$ cat config.mk
export PLATFORM = sky130hd
export DESIGN_NAME = bel_top
export DESIGN_NICKNAME = d
export VERILOG_FILES = /design/src/inc/bel_pkg.sv /design/src/inc/bel_ctl_if.sv /design/src/hw/bel_clk_div.sv /design/src/hw/bel_timeout.sv /design/src/hw/bel_top.sv
export SDC_FILE = /design/constraint.sdc
export NUM_CORES = 1
export LEC_CHECK = 0
export ABC_CLOCK_PERIOD_IN_PS = 1700
export BUFFER_PORTS_ARGS = -buffer_cell sky130_fd_sc_hd__clkbuf_2
export CAP_MARGIN = 20
export CORE_MARGIN = 4
export CORE_UTILIZATION = 54
export CTS_CLUSTER_SIZE = 28
export DETAILED_ROUTE_END_ITERATION = 10
export PLACE_DENSITY = 0.84
export SLEW_MARGIN = 40
export SYNTH_ARGS = -nofsm -noshare
export SYNTH_HDL_FRONTEND = slang
export SYNTH_HIERARCHICAL = 1
export SYNTH_SLANG_ARGS = --single-unit
export TNS_END_PERCENT = 1
$ cat constraint.sdc
create_clock -name sys_clk_in -period 1.7 [get_ports sys_clk_in]
set_input_delay 0.17 -clock sys_clk_in [delete_from_list [all_inputs] [get_ports sys_clk_in]]
set_output_delay 0.17 -clock sys_clk_in [all_outputs]
set_load 0.02 [all_outputs]
$ cat src/inc/bel_pkg.sv
// constants shared by the bus error source and backplane lock logic
// assumes one 50 mhz system clock; the processor clock is half of it
package bel_pkg;
  // ==========================================================
  // clocking
  localparam int unsigned OSC_FREQ_HZ = 50_000_000;
  localparam int unsigned MPU_DIV = 2;
  localparam int unsigned MPU_FREQ_HZ = OSC_FREQ_HZ / MPU_DIV;
  localparam int unsigned NS_PER_S = 1_000_000_000;
  localparam int unsigned MPU_PERIOD_NS = NS_PER_S / MPU_FREQ_HZ;
  // ==========================================================
  // local time-out, in processor clocks
  localparam int unsigned TIMEOUT_MPU_CLKS = 524000;
  localparam int unsigned TIMEOUT_W = 20;
  // ==========================================================
  // arbitration, as printed at a 40 ns processor clock
  localparam int unsigned ARB_GRANT_TYP_NS = 120;
  localparam int unsigned ARB_GRANT_MAX_NS = 160;
  localparam int unsigned ARB_GRANT_TICKS = ARB_GRANT_TYP_NS / MPU_PERIOD_NS;
  localparam int unsigned DAISY_TYP_NS = 100;
  localparam int unsigned DAISY_MAX_NS = 140;
  // daisy delay in system clocks, typical time rounded up
  localparam int unsigned DAISY_SYS_CLKS =
    (DAISY_TYP_NS * (OSC_FREQ_HZ / 1_000_000) + 999) / 1000;
  // ==========================================================
  // backplane cycle budget in processor clocks
  localparam int unsigned CYC_SETUP_TICKS = 2;
  localparam int unsigned CYC_READ_TAIL = 3;
  localparam int unsigned CYC_WRITE_TAIL = 4;
  localparam int unsigned CYC_ARB_EXTRA = 3;
  localparam int unsigned CNT_W = 4;
  // ==========================================================
  // error source codes {timeout_source_flag, backplane_error_flag}
  typedef enum logic [1:0] {
    SRC_NONE = 2'h0,
    SRC_BACKPLANE = 2'h1,
    SRC_TIMEOUT = 2'h2,
    SRC_DEADLOCK = 2'h3
  } bel_src_t;
endpackage

$ cat src/inc/bel_ctl_if.sv
// carries the processor clock enable and time-out handshake between modules
// assumes one clock domain; all members are driven synchronously
interface bel_ctl_if;
  logic mpu_tick;
  logic cyc_run;
  logic expire;
  modport div (output mpu_tick);
  modport tmo (input mpu_tick, input cyc_run, output expire);
  modport top (input mpu_tick, input expire, output cyc_run);
endinterface

$ cat src/hw/bel_clk_div.sv
// divider giving the processor clock as a one-cycle enable
// assumes sys_clk_in is the 50 mhz oscillator
module bel_clk_div #(
  parameter int unsigned DIV = bel_pkg::MPU_DIV
) (
  input wire logic sys_clk_in,
  input wire logic rst_in,
  bel_ctl_if.div ctl
);
  import bel_pkg::*;
  logic [3:0] cnt_q;

  always_ff @(posedge sys_clk_in or posedge rst_in) begin
    if (rst_in) begin
      cnt_q <= 4'h0;
      ctl.mpu_tick <= 1'b0;
    end else if (cnt_q == 4'(DIV - 1)) begin
      cnt_q <= 4'h0;
      ctl.mpu_tick <= 1'b1; // [RL16]
    end else begin
      cnt_q <= cnt_q + 4'h1;
      ctl.mpu_tick <= 1'b0;
    end
  end
endmodule

$ cat src/hw/bel_timeout.sv
// local bus time-out counter, counts processor clocks of one access
// assumes cyc_run stays high for the whole access
module bel_timeout #(
  parameter int unsigned LIMIT = bel_pkg::TIMEOUT_MPU_CLKS
) (
  input wire logic sys_clk_in,
  input wire logic rst_in,
  bel_ctl_if.tmo ctl
);
  import bel_pkg::*;
  logic [TIMEOUT_W-1:0] cnt_q;

  always_ff @(posedge sys_clk_in or posedge rst_in) begin
    if (rst_in) begin
      cnt_q <= '0;
      ctl.expire <= 1'b0;
    end else if (!ctl.cyc_run) begin
      cnt_q <= '0;
      ctl.expire <= 1'b0;
    end else if (ctl.mpu_tick && !ctl.expire) begin
      if (cnt_q == TIMEOUT_W'(LIMIT - 1)) begin
        ctl.expire <= 1'b1; // [RL6]
      end
      cnt_q <= cnt_q + 1'b1;
    end
  end
endmodule

$ cat src/hw/bel_top.sv
// bus error sources, backplane requester, arbiter and deadlock breaker
// assumes all inputs synchronous to sys_clk_in; backplane lines active low

// Function
// [RL1] owned bus: read 5, write 6 plus ack
// [RL2] system controller: read 8, write 9 plus delays
// [RL3] plain requester: read 8, write 9 plus delays
// [RL4] arbiter grants three periods after bus free
// [RL5] pass incoming grant after 2.5 periods
// [RL6] time-out aborts access after 524000 periods
// [RL7] two flags encode last bus error cause
// [RL8] backplane error line raises processor bus error
// [RL9] deadlock in plain cycle signals retry
// [RL10] processor aborts, backplane side takes local bus
// [RL11] deadlock in indivisible cycle: error, no halt
// [RL12] interlock fitted: hold mastership whole instruction
// [RL13] interlock removed: no early mastership
// [RL14] interlocked locations use only indivisible instructions
// [RL15] test-and-set is one read, one write
// [RL16] timing derived from 50 mhz oscillator
// [RL17] deadlock: processor needs backplane, slave needs local
// [RL18] flags hold until next bus error
module bel_top #(
  parameter int unsigned TIMEOUT_CLKS = bel_pkg::TIMEOUT_MPU_CLKS
) (
  input wire logic sys_clk_in,
  input wire logic rst_in,
  input wire logic sys_ctrl_in,
  input wire logic interlock_fit_in,
  input wire logic cpu_cyc_in,
  input wire logic cpu_vme_in,
  input wire logic cpu_write_in,
  input wire logic indivisible_cycle_marker_n_in,
  input wire logic slave_req_in,
  input wire logic vme_bbsy_n_in,
  input wire logic vme_br3_n_in,
  input wire logic vme_bg_in_n_in,
  input wire logic vme_dtack_n_in,
  input wire logic vme_berr_n_in,
  output logic cpu_berr_n_out,
  output logic cpu_halt_n_out,
  output logic cpu_ack_out,
  output logic slave_grant_out,
  output logic timeout_source_flag_out,
  output logic backplane_error_flag_out,
  output logic vme_br_n_out,
  output logic vme_bbsy_n_out,
  output logic vme_bbsy_oe_out,
  output logic vme_bg_out_n_out,
  output logic vme_ds_n_out
);
  import bel_pkg::*;

  // ==========================================================
  // submodules
  bel_ctl_if ctl ();

  bel_clk_div #(.DIV(MPU_DIV)) u_div (
    .sys_clk_in(sys_clk_in),
    .rst_in(rst_in),
    .ctl(ctl.div)
  );

  bel_timeout #(.LIMIT(TIMEOUT_CLKS)) u_tmo (
    .sys_clk_in(sys_clk_in),
    .rst_in(rst_in),
    .ctl(ctl.tmo)
  );

  assign ctl.cyc_run = cpu_cyc_in && cpu_berr_n_out;

  // ==========================================================
  // master cycle sequencer
  typedef enum logic [2:0] {
    M_IDLE, M_ARB, M_SETUP, M_STROBE, M_TAIL, M_DONE
  } bel_mst_t;

  bel_mst_t mst_q;
  logic [CNT_W-1:0] cnt_q;
  logic owned_q;
  logic locked;
  logic marker_on;
  logic deadlock;
  logic bp_err_hit;
  logic err_busy;
  logic grant_ok;
  logic want_bus;

  // backplane access that may start: no bus error pending
  function automatic logic start_ok(input logic cyc, input logic bp, input logic busy);
    start_ok = cyc && bp && !busy;
  endfunction

  assign marker_on = !indivisible_cycle_marker_n_in;
  // interlock keeps mastership through an indivisible instruction
  assign locked = interlock_fit_in && marker_on; // [RL12] [RL13]
  assign err_busy = !cpu_berr_n_out;
  assign deadlock = cpu_cyc_in && cpu_vme_in && slave_req_in
    && !err_busy && mst_q != M_DONE; // [RL17]
  assign bp_err_hit = mst_q == M_STROBE && !vme_berr_n_in; // [RL8]
  // system controller takes a free bus; others wait for the chain grant
  assign grant_ok = sys_ctrl_in ? (vme_bbsy_n_in && vme_br3_n_in == 1'b0)
                                : !vme_bg_in_n_in; // [RL2] [RL3]
  assign want_bus = start_ok(cpu_cyc_in, cpu_vme_in, err_busy) || locked;

  function automatic logic [CNT_W-1:0] tail_len(input logic wr);
    tail_len = wr ? CNT_W'(CYC_WRITE_TAIL) : CNT_W'(CYC_READ_TAIL);
  endfunction

  always_ff @(posedge sys_clk_in or posedge rst_in) begin
    if (rst_in) begin
      mst_q <= M_IDLE;
      cnt_q <= '0;
    end else if (bp_err_hit || deadlock || ctl.expire) begin
      // any bus error source abandons the cycle at once
      mst_q <= M_IDLE;
      cnt_q <= '0;
    end else if (ctl.mpu_tick) begin
      unique case (mst_q)
        M_IDLE: begin
          if (start_ok(cpu_cyc_in, cpu_vme_in, err_busy)) begin
            if (owned_q) begin
              mst_q <= M_SETUP;
              cnt_q <= CNT_W'(CYC_SETUP_TICKS - 1); // [RL1]
            end else begin
              mst_q <= M_ARB;
              cnt_q <= '0;
            end
          end
        end
        M_ARB: begin
          if (owned_q) begin
            mst_q <= M_SETUP;
            cnt_q <= CNT_W'(CYC_SETUP_TICKS + CYC_ARB_EXTRA - 1); // [RL2] [RL3]
          end
        end
        M_SETUP: begin
          if (cnt_q == '0) begin
            mst_q <= M_STROBE;
          end else begin
            cnt_q <= cnt_q - 1'b1;
          end
        end
        M_STROBE: begin
          if (!vme_dtack_n_in) begin
            mst_q <= M_TAIL;
            cnt_q <= tail_len(cpu_write_in) - 1'b1; // [RL1]
          end
        end
        M_TAIL: begin
          if (cnt_q == '0) begin
            mst_q <= M_DONE;
          end else begin
            cnt_q <= cnt_q - 1'b1;
          end
        end
        M_DONE: begin
          if (!cpu_cyc_in) begin
            mst_q <= M_IDLE;
          end
        end
        default: begin
          mst_q <= M_IDLE;
        end
      endcase
    end
  end

  always_ff @(posedge sys_clk_in or posedge rst_in) begin
    if (rst_in) begin
      vme_ds_n_out <= 1'b1;
      cpu_ack_out <= 1'b0;
    end else begin
      vme_ds_n_out <= !(mst_q == M_STROBE && !bp_err_hit && !deadlock);
      cpu_ack_out <= mst_q == M_DONE && cpu_cyc_in;
    end
  end

  // ==========================================================
  // requester: bus request and busy hold
  always_ff @(posedge sys_clk_in or posedge rst_in) begin
    if (rst_in) begin
      owned_q <= 1'b0;
      vme_br_n_out <= 1'b1;
      vme_bbsy_n_out <= 1'b1;
      vme_bbsy_oe_out <= 1'b0;
    end else if (ctl.mpu_tick) begin
      if (!owned_q) begin
        vme_br_n_out <= !want_bus;
        if (want_bus && grant_ok) begin
          owned_q <= 1'b1;
          vme_br_n_out <= 1'b1;
          vme_bbsy_n_out <= 1'b0;
          vme_bbsy_oe_out <= 1'b1;
        end
      end else if (!want_bus && !locked && mst_q == M_IDLE) begin
        // release only once the indivisible sequence has ended
        owned_q <= 1'b0; // [RL12]
        vme_bbsy_n_out <= 1'b1;
        vme_bbsy_oe_out <= 1'b0;
      end
    end
  end

  // ==========================================================
  // arbiter and grant daisy chain
  logic [CNT_W-1:0] arb_cnt_q;
  logic [CNT_W-1:0] daisy_cnt_q;
  logic arb_cond;
  logic daisy_cond;

  assign arb_cond = sys_ctrl_in && !want_bus && !owned_q
    && vme_bbsy_n_in && !vme_br3_n_in;
  assign daisy_cond = !sys_ctrl_in && !want_bus && !owned_q && !vme_bg_in_n_in;

  always_ff @(posedge sys_clk_in or posedge rst_in) begin
    if (rst_in) begin
      arb_cnt_q <= '0;
      daisy_cnt_q <= '0;
      vme_bg_out_n_out <= 1'b1;
    end else begin
      if (!arb_cond) begin
        arb_cnt_q <= '0;
      end else if (ctl.mpu_tick && arb_cnt_q != CNT_W'(ARB_GRANT_TICKS)) begin
        arb_cnt_q <= arb_cnt_q + 1'b1;
      end
      if (!daisy_cond) begin
        daisy_cnt_q <= '0;
      end else if (daisy_cnt_q != CNT_W'(DAISY_SYS_CLKS)) begin
        daisy_cnt_q <= daisy_cnt_q + 1'b1;
      end
      if (sys_ctrl_in) begin
        vme_bg_out_n_out <= !(arb_cond &&
          arb_cnt_q == CNT_W'(ARB_GRANT_TICKS - 1) && ctl.mpu_tick ||
          arb_cond && arb_cnt_q == CNT_W'(ARB_GRANT_TICKS)); // [RL4]
      end else begin
        vme_bg_out_n_out <= !(daisy_cond &&
          daisy_cnt_q >= CNT_W'(DAISY_SYS_CLKS - 1)); // [RL5]
      end
    end
  end

  // ==========================================================
  // processor bus error, halt and local bus hand-over
  always_ff @(posedge sys_clk_in or posedge rst_in) begin
    if (rst_in) begin
      cpu_berr_n_out <= 1'b1;
      cpu_halt_n_out <= 1'b1;
    end else if (err_busy) begin
      if (!cpu_cyc_in) begin
        cpu_berr_n_out <= 1'b1;
        cpu_halt_n_out <= 1'b1;
      end
    end else if (deadlock) begin
      cpu_berr_n_out <= 1'b0; // [RL9] [RL11]
      cpu_halt_n_out <= marker_on; // [RL11]
    end else if (bp_err_hit || ctl.expire) begin
      cpu_berr_n_out <= 1'b0; // [RL6] [RL8]
    end
  end

  always_ff @(posedge sys_clk_in or posedge rst_in) begin
    if (rst_in) begin
      slave_grant_out <= 1'b0;
    end else begin
      // processor gives up the local bus by ending its cycle
      slave_grant_out <= slave_req_in && (!cpu_cyc_in || slave_grant_out); // [RL10]
    end
  end

  // ==========================================================
  // error source flags
  bel_src_t src_d;

  // priority: deadlock, then backplane error, then time-out
  always_comb begin
    src_d = bel_src_t'({timeout_source_flag_out, backplane_error_flag_out});
    if (deadlock && marker_on) begin
      src_d = SRC_DEADLOCK; // [RL7]
    end else if (!deadlock && bp_err_hit) begin
      src_d = SRC_BACKPLANE; // [RL7]
    end else if (!deadlock && ctl.expire) begin
      src_d = SRC_TIMEOUT; // [RL7]
    end
  end

  always_ff @(posedge sys_clk_in or posedge rst_in) begin
    if (rst_in) begin
      timeout_source_flag_out <= 1'b0;
      backplane_error_flag_out <= 1'b0;
    end else if (!err_busy) begin
      // held until the next bus error other than a retry overwrites them
      {timeout_source_flag_out, backplane_error_flag_out} <= src_d; // [RL18]
    end
  end
endmodule

==> results of run 1 <==
==> worst paths after layout <==
kind	startpoint	end	slack, ns	cells past startpoint
min	vme_berr_n_in	vme_ds_n_out	0.03	2
max in group asynchronous	rst_in	vme_bg_out_n_out	0.95	4
min reg2reg	u_div/cnt_q[0]	u_div/cnt_q[0]	0.48	1
max	mst_q[1]	cnt_q[2]	-0.09	9
min in group asynchronous	rst_in	u_div/cnt_q[2]	0.28	3
max reg2reg	mst_q[1]	cnt_q[2]	-0.09	9
==> registers in the layout (all words and copies together), names as in the netlist <==
| name | flops |
|---|---|
| arb_cnt_q | 4 |
| backplane_error_flag_out | 1 |
| cnt_q | 4 |
| cpu_ack_out | 1 |
| cpu_berr_n_out | 1 |
| cpu_halt_n_out | 1 |
| daisy_cnt_q | 4 |
| mst_q | 3 |
| owned_q | 1 |
| slave_grant_out | 1 |
| timeout_source_flag_out | 1 |
| u_div/cnt_q | 4 |
| u_div/ctl.mpu_tick | 1 |
| u_tmo/cnt_q | 20 |
| u_tmo/ctl.expire | 1 |
| vme_bbsy_n_out | 1 |
| vme_bbsy_oe_out | 1 |
| vme_bg_out_n_out | 1 |
| vme_br_n_out | 1 |
| vme_ds_n_out | 1 |
==> metrics by stage <==
stage                     std cells  setup WS (ns)  hold WS (ns)  utilization (%)
after detailed placement        412         -0.173        0.0884             63.7
after CTS                       422        -0.0490        0.0129             66.2
after floorplan                 300        -0.0272       -0.0515                -
final                           423        -0.0891        0.0266             67.6
after global placement          412        -0.0234        0.0791             63.7
after global routing            423         -0.188        0.0279             67.6
==> area by class of cell <==
class	instances	area [um^2]
clock inverters	3	25.0
clock buffers	5	68.8
repair buffers	58	390
flip-flops and latches	53	1340
multi-input cells	217	1520
fillers	381	1680
well taps	70	87.6
inverters	17	63.8
==> per-layer routing <==
| metal | GRT usage (%) | routed length, um | up-vias |
|---|---|---|---|
| met1 | 27.8 | 2860 | 1191 |
| li1 | - | - | 1164 |
| met3 | 4.21 | 297 | 20 |
| met2 | 34.0 | 3280 | 71 |
| met5 | 0 | 0 | - |
| met4 | 10.5 | 177 | 0 |
==> worst register-to-register path: cells and delay by family (launching register included) <==
kind	cells	cell delay, ns
DFF	1	0.48
xor gates and xnor gates	2	0.32
AOI/OAI and AO/OA	3	0.31
and+or+nand+nor	2	0.24
adders and majority gates	1	0.20
buffers and inverters	1	0.13
==> where the power goes <==
group / total [W] / switching, W / internal (W)
combinational: 0.00145 / 0.000797 / 0.000656
clock: 0.000746 / 0.000448 / 0.000298
sequential: 0.00154 / 0.000142 / 0.00140
total: 0.00374 / 0.00139 / 0.00236
==> kinds of logic (layout without fill, tap and decap cells) <==
family                   after synthesis  in the layout  share of synthesized area [%]
flip-flops                            53             53                           45.9
buffers and inverters                 30             83                           4.65
multiplexers                           4              4                           1.38
AND/OR/NAND/NOR                      124            124                           24.9
XOR/XNOR                              20             20                           6.03
AO/OA/AOI/OAI                         63             63                           14.6
adder cells (fa/ha/maj)                6              6                           2.58
==> cell usage in the layout, fill, tap and decap left out, types with 12 or more instances in the layout <==
cell,count
sky130_fd_sc_hd__xnor2_1,14
sky130_fd_sc_hd__nand2_1,20
sky130_fd_sc_hd__o21ai_0,13
sky130_fd_sc_hd__nor2_1,19
sky130_fd_sc_hd__clkbuf_2,24
sky130_fd_sc_hd__and2_1,12
sky130_fd_sc_hd__buf_4,32
sky130_fd_sc_hd__dfrtp_1,43
sky130_fd_sc_hd__nand3_1,13
sky130_fd_sc_hd__inv_1,17
==> timing repair <==
item | 4_1_cts | 5_1_grt
pin swaps | 9 | 8
resized for setup | 6 | 20
endpoints found under the setup margin | 8 | 11
endpoints found under the hold margin | 47 | 0
hold buffers | 1 | 0
buffers inserted | 1 | 1
==> reports/metrics.yaml, run 1 <==
grt_pass1_vias: 2340
root_cell_of_the_clock_tree: "sky130_fd_sc_hd__clkbuf_8"
final-setup-viol-count: 4
gp_congestion: 0.999
top_level_ports: 25
synth_largest_type_area_fraction_pct: 40.5
initial_antenna_violation_count: 0
antenna_cells: 0
synthFlopType: "sky130_fd_sc_hd__dfrtp_1"
cts_tree: "built"
startpoint_class: "register"
synth_cells: 300
dpl-instance-area_mm2: 0.00329
worst-endpoint-required_ns: 1.91
fmax_mhz: 559
failed_checks: "negative setup slack"
die_area_mm2: 0.00662
area.growth.synth_to_final_pct: 20.2
depth_of_the_cts_h_tree: 2
peakVddDrop_mv: 0.951
vias_per_cell: 5.78
cts.sinks: 53
chipHeight_um: 81.4
dr.first_iter.drc_count: 197
crit_path_max_fanout: 5
clkLatencyLatePin_ns: 0.32
synth_area_leader_cell: "sky130_fd_sc_hd__dfrtp_1"
count_of_flip_flops_with_a_built_in_enable_after_synthesis: 0
final_total_negative_setup_slack_ns: -0.190
fp-row-count: 26
worst_clock_skew_ns: 0.0143
layout_setup_ws_ns: -0.0891
grt_first_pass_wirelength_mm: 11.0
grt_usage_pct: 21.4
core_region_area_mm2: 0.00517
postSynthRegisterBits: 53
path_clk_slew_ns: 0.11
total_design_power_w: 0.00374
largest_net_degree_at_the_start_of_global_routing: 28
postRouteWirelength_mm: 6.61
detail_route.wl_per_cell_um: 15.6
critical_path.top_delay_family: "flip-flops"
synth.distinct_cells: 59
critical_path.cell_chain: "xor2_2 -> nand2_2 -> nand2_2 -> o21ai_2 -> ha_2 -> buf_4 -> xor2_1 -> o2111ai_1 -> a21oi_1"
stdcell_area_mm2: 0.00349
detailroute.via_count: 2446
placement.io_buffers: 24
timing_hold_violations_final: 0
postSynthNetCount: 320
min_period_over_period_pct: 105
antenna_left: 0
status: "complete, but fails checks"
synth_warnings: 6
grt_overflow_total: 0
leakage_nw: 1.57
rsz0062_at_grt: "true"
crit_top_cell: "sky130_fd_sc_hd__nand2_2"
power_density_mw_per_mm2: 1070
cp-end-kind: "register"
drive_above_1_share_pct: 29.7
synth_common_cells: "sky130_fd_sc_hd__dfrtp_1 (47), sky130_fd_sc_hd__nand2_1 (22), sky130_fd_sc_hd__nor2_1 (19)"
slew_of_the_pin_with_the_lowest_slew_margin_ns: 0.455
drc: 0
final-max-slew-violation-count: 0
finalNetCount: 372
worstPathArrival_ns: 2.00
worst_hold_path_type: "input port to register"
drt_pass_1_iters: 4
worst_path_largest_cell_delay_ns: 0.48
slowest_stage: "sky130_fd_sc_hd__dfrtp_2"
path_class: "register to register"
cts-buffers-inserted: 5
place_hpwl_mm: 4.69
clockBufferDepth: 2
synth_most_common_cell: "sky130_fd_sc_hd__dfrtp_1"
synthesis.area_mm2: 0.00291
postSynthAreaPerCell_um2: 9.69
buf_inv_stages_crit_path: 1
max-slew-margin-rel_pct: 69.4
timing.final.crit_period_ns: 1.79
fp.dieW_um: 81.4
floorplan.initialDensity_pct: 56.2
synth_sequential_area_ratio_pct: 45.9
ys_async_sr_fraction_pct: 100
cap_violations: 0
post_synth_main_area_contributors: "sky130_fd_sc_hd__dfrtp_1 (40%), sky130_fd_sc_hd__dfstp_2 (5.4%), sky130_fd_sc_hd__xnor2_1 (4.2%), sky130_fd_sc_hd__o21ai_0 (3.1%), sky130_fd_sc_hd__nand2_1 (2.8%)"
No activity file was read; power rests on OpenSTA's default activity.
==> run 2, diff against run 1 <==
--- a/config.mk
+++ b/config.mk
@@ -9,10 +9,11 @@
 export BUFFER_PORTS_ARGS = -buffer_cell sky130_fd_sc_hd__clkbuf_2
 export CAP_MARGIN = 20
 export CORE_MARGIN = 4
-export CORE_UTILIZATION = 54
+export CORE_UTILIZATION = 35
 export CTS_CLUSTER_SIZE = 28
 export DETAILED_ROUTE_END_ITERATION = 10
-export PLACE_DENSITY = 0.84
+export PLACE_DENSITY = 0.61
+export SETUP_SLACK_MARGIN = 0.05
 export SLEW_MARGIN = 40
 export SYNTH_ARGS = -nofsm -noshare
 export SYNTH_HDL_FRONTEND = slang
==> reports/metrics.yaml, run 2 (same netlist as run 1, synthesis figures left out) <==
crit_path_max_fanout: 4
gp_congestion: 0.837
mostFrequentLayoutCells: "sky130_fd_sc_hd__dfrtp_1 (46), sky130_fd_sc_hd__buf_4 (30), sky130_fd_sc_hd__clkbuf_2 (25), sky130_fd_sc_hd__nand2_1 (20), sky130_fd_sc_hd__nor2_1 (19)"
slew_of_the_pin_with_the_lowest_slew_margin_ns: 0.465
max-slew-margin-rel_pct: 68.7
placement.io_buffers: 24
core_region_area_mm2: 0.00789
largest_net_degree_at_the_start_of_global_routing: 28
rrSetupSlack_ns: 0.02
grt_first_pass_wirelength_mm: 10.9
pre_cts_slack_ns: -0.0541
critPathCapture: "mst_q[1]"
critical_path.top_delay_family: "simple AND/OR/NAND/NOR gates"
power_density_mw_per_mm2: 1060
met3_wirelength_um: 217
top_level_ports: 25
registers.top_by_ff_count: "u_tmo/cnt_q"
cp-end-kind: "register"
drt_pass_1_iters: 4
worst-endpoint-required_ns: 1.92
root_cell_of_the_clock_tree: "sky130_fd_sc_hd__clkbuf_8"
layout.filler_cells: 769
min_period_over_period_pct: 98.6
area.growth.synth_to_final_pct: 22.9
critical_path.cell_chain: "or4_4 -> nand3_1 -> and4bb_4 -> o21ai_2 -> a221oi_2"
r2r.worst_path.cells: 5
critical_path_start: "cnt_q[2]"
capture_point_of_the_worst_reg_to_reg_path: "mst_q[1]"
timing_hold_violations_final: 0
cts-buffers-inserted: 5
vias_per_cell: 5.08
worstReg2RegStart: "cnt_q[2]"
antenna_left: 0
wl_met2_mm: 2.80
layout_setup_ws_ns: 0.0232
grt_overflow_total: 0
worstPathArrival_ns: 1.90
clkLatencyLatePin_ns: 0.31
chipHeight_um: 99.1
die_area_mm2: 0.00983
dr.first_iter.drc_count: 152
drive_above_1_share_pct: 28.7
path_clk_slew_ns: 0.10
buf_inv_stages_crit_path: 0
leakage_nw: 1.59
routedLengthMet1_mm: 3.16
grt_pass1_vias: 2344
fmax_mhz: 596
initial_antenna_violation_count: 0
fp.dieW_um: 99.1
dp_cells: 445
drc: 0
clockBufferDepth: 2
timing.final.crit_period_ns: 1.68
detail_route.wl_per_cell_um: 13.7
rsz0062_at_grt: "true"
cap_violations: 0
top_layer: "met4"
worst_hold_path_type: "input port to register"
number_of_logic_stages_on_the_critical_path_including_buffering: 5
final-max-slew-violation-count: 0
final_total_negative_setup_slack_ns: 0
peakVddDrop_mv: 0.520
fp-row-count: 32
status: "finished clean"
finalNetCount: 374
final-setup-viol-count: 0
worst_clock_skew_ns: 0.00749
worst_path_largest_cell_delay_ns: 0.54
most_common_cell_after_layout_fill_and_taps_aside: "sky130_fd_sc_hd__dfrtp_1"
path_class: "register to register"
slowest_stage: "sky130_fd_sc_hd__or4_4"
depth_of_the_cts_h_tree: 2
postRouteWirelength_mm: 6.25
largest_register_ff_count: 20
post_layout_instance_count_excluding_filler_cells: 457
grt_usage_pct: 13.4
place_hpwl_mm: 4.57
detailroute.via_count: 2320
startpoint_class: "register"
antenna_cells: 0
floorplan.initialDensity_pct: 36.8
cts_tree: "built"
cts.sinks: 53
run 2: cell types whose count changed in the layout (fill, tap and decap cells not counted), sizes merged:
cell / delta
bufinv: +1
clkinvlp: -1
clkbuf: +2
inv: -1
buf: +1
run 2: how the worst min path moves through the flow:
stage / endpoint / slack, ns / startpoint / cells after the start
2_1_floorplan: u_div/cnt_q[0] / -0.05 / rst_in / 1
3_3_place_gp: u_div/cnt_q[2] / 0.09 / rst_in / 2
3_5_place_dp: u_div/cnt_q[2] / 0.09 / rst_in / 2
4_1_cts: vme_ds_n_out / 0.04 / vme_berr_n_in / 2
5_1_grt: vme_ds_n_out / 0.03 / vme_berr_n_in / 2
6_report: vme_ds_n_out / 0.04 / vme_berr_n_in / 2
run 2: cell type report:
type / instances / area [um^2] / area share, %
clock buffers: 6 / 72.6 / 2.03
clock inverters: 2 / 38.8 / 1.09
inverters: 17 / 63.8 / 1.79
multi-input cells: 217 / 1520 / 42.5
flip-flops and latches: 53 / 1340 / 37.4
well taps: 102 / 128 / 3.57
repair buffers: 60 / 414 / 11.6
run 2: worst reg2reg max path, cell delays in order (launching register included):
cell                       delay [ns]
sky130_fd_sc_hd__dfrtp_1         0.40
sky130_fd_sc_hd__or4_4           0.54
sky130_fd_sc_hd__nand3_1         0.09
sky130_fd_sc_hd__and4bb_4        0.27
sky130_fd_sc_hd__o21ai_2         0.06
sky130_fd_sc_hd__a221oi_2        0.22
run 2: repair_timing:
| item | 4_1_cts | 5_1_grt |
|---|---|---|
| hold buffers | 1 | 0 |
| pin swaps | 7 | 9 |
| hold endpoints to repair | 47 | 0 |
| endpoints found under the setup margin | 6 | 12 |
| resized for setup | 8 | 17 |
| buffers inserted | 1 | 2 |
run 2: through the flow:
stage               hold slack (ns)  util, %  cell area (um^2)  power (W)
finish                       0.0359     45.3              3570    0.00378
global route                 0.0303     45.3              3570    0.00404
CTS                          0.0368     44.3              3500    0.00371
detailed placement           0.0938     42.4              3350    0.00275
global placement             0.0858     42.4              3350    0.00275
floorplan                   -0.0515        -              2920    0.00229
run 2: where the power goes:
part	internal [W]	switching [W]
combinational	0.000653	0.000727
sequential	0.00140	0.000125
clock	0.000443	0.000432
run 2: per-layer routing:
metal / GRT usage (%) / vias up
li1: - / 1167
met1: 19.2 / 1110
met2: 20.5 / 38
met3: 2.59 / 5
met4: 4.20 / 0
met5: 0 / -
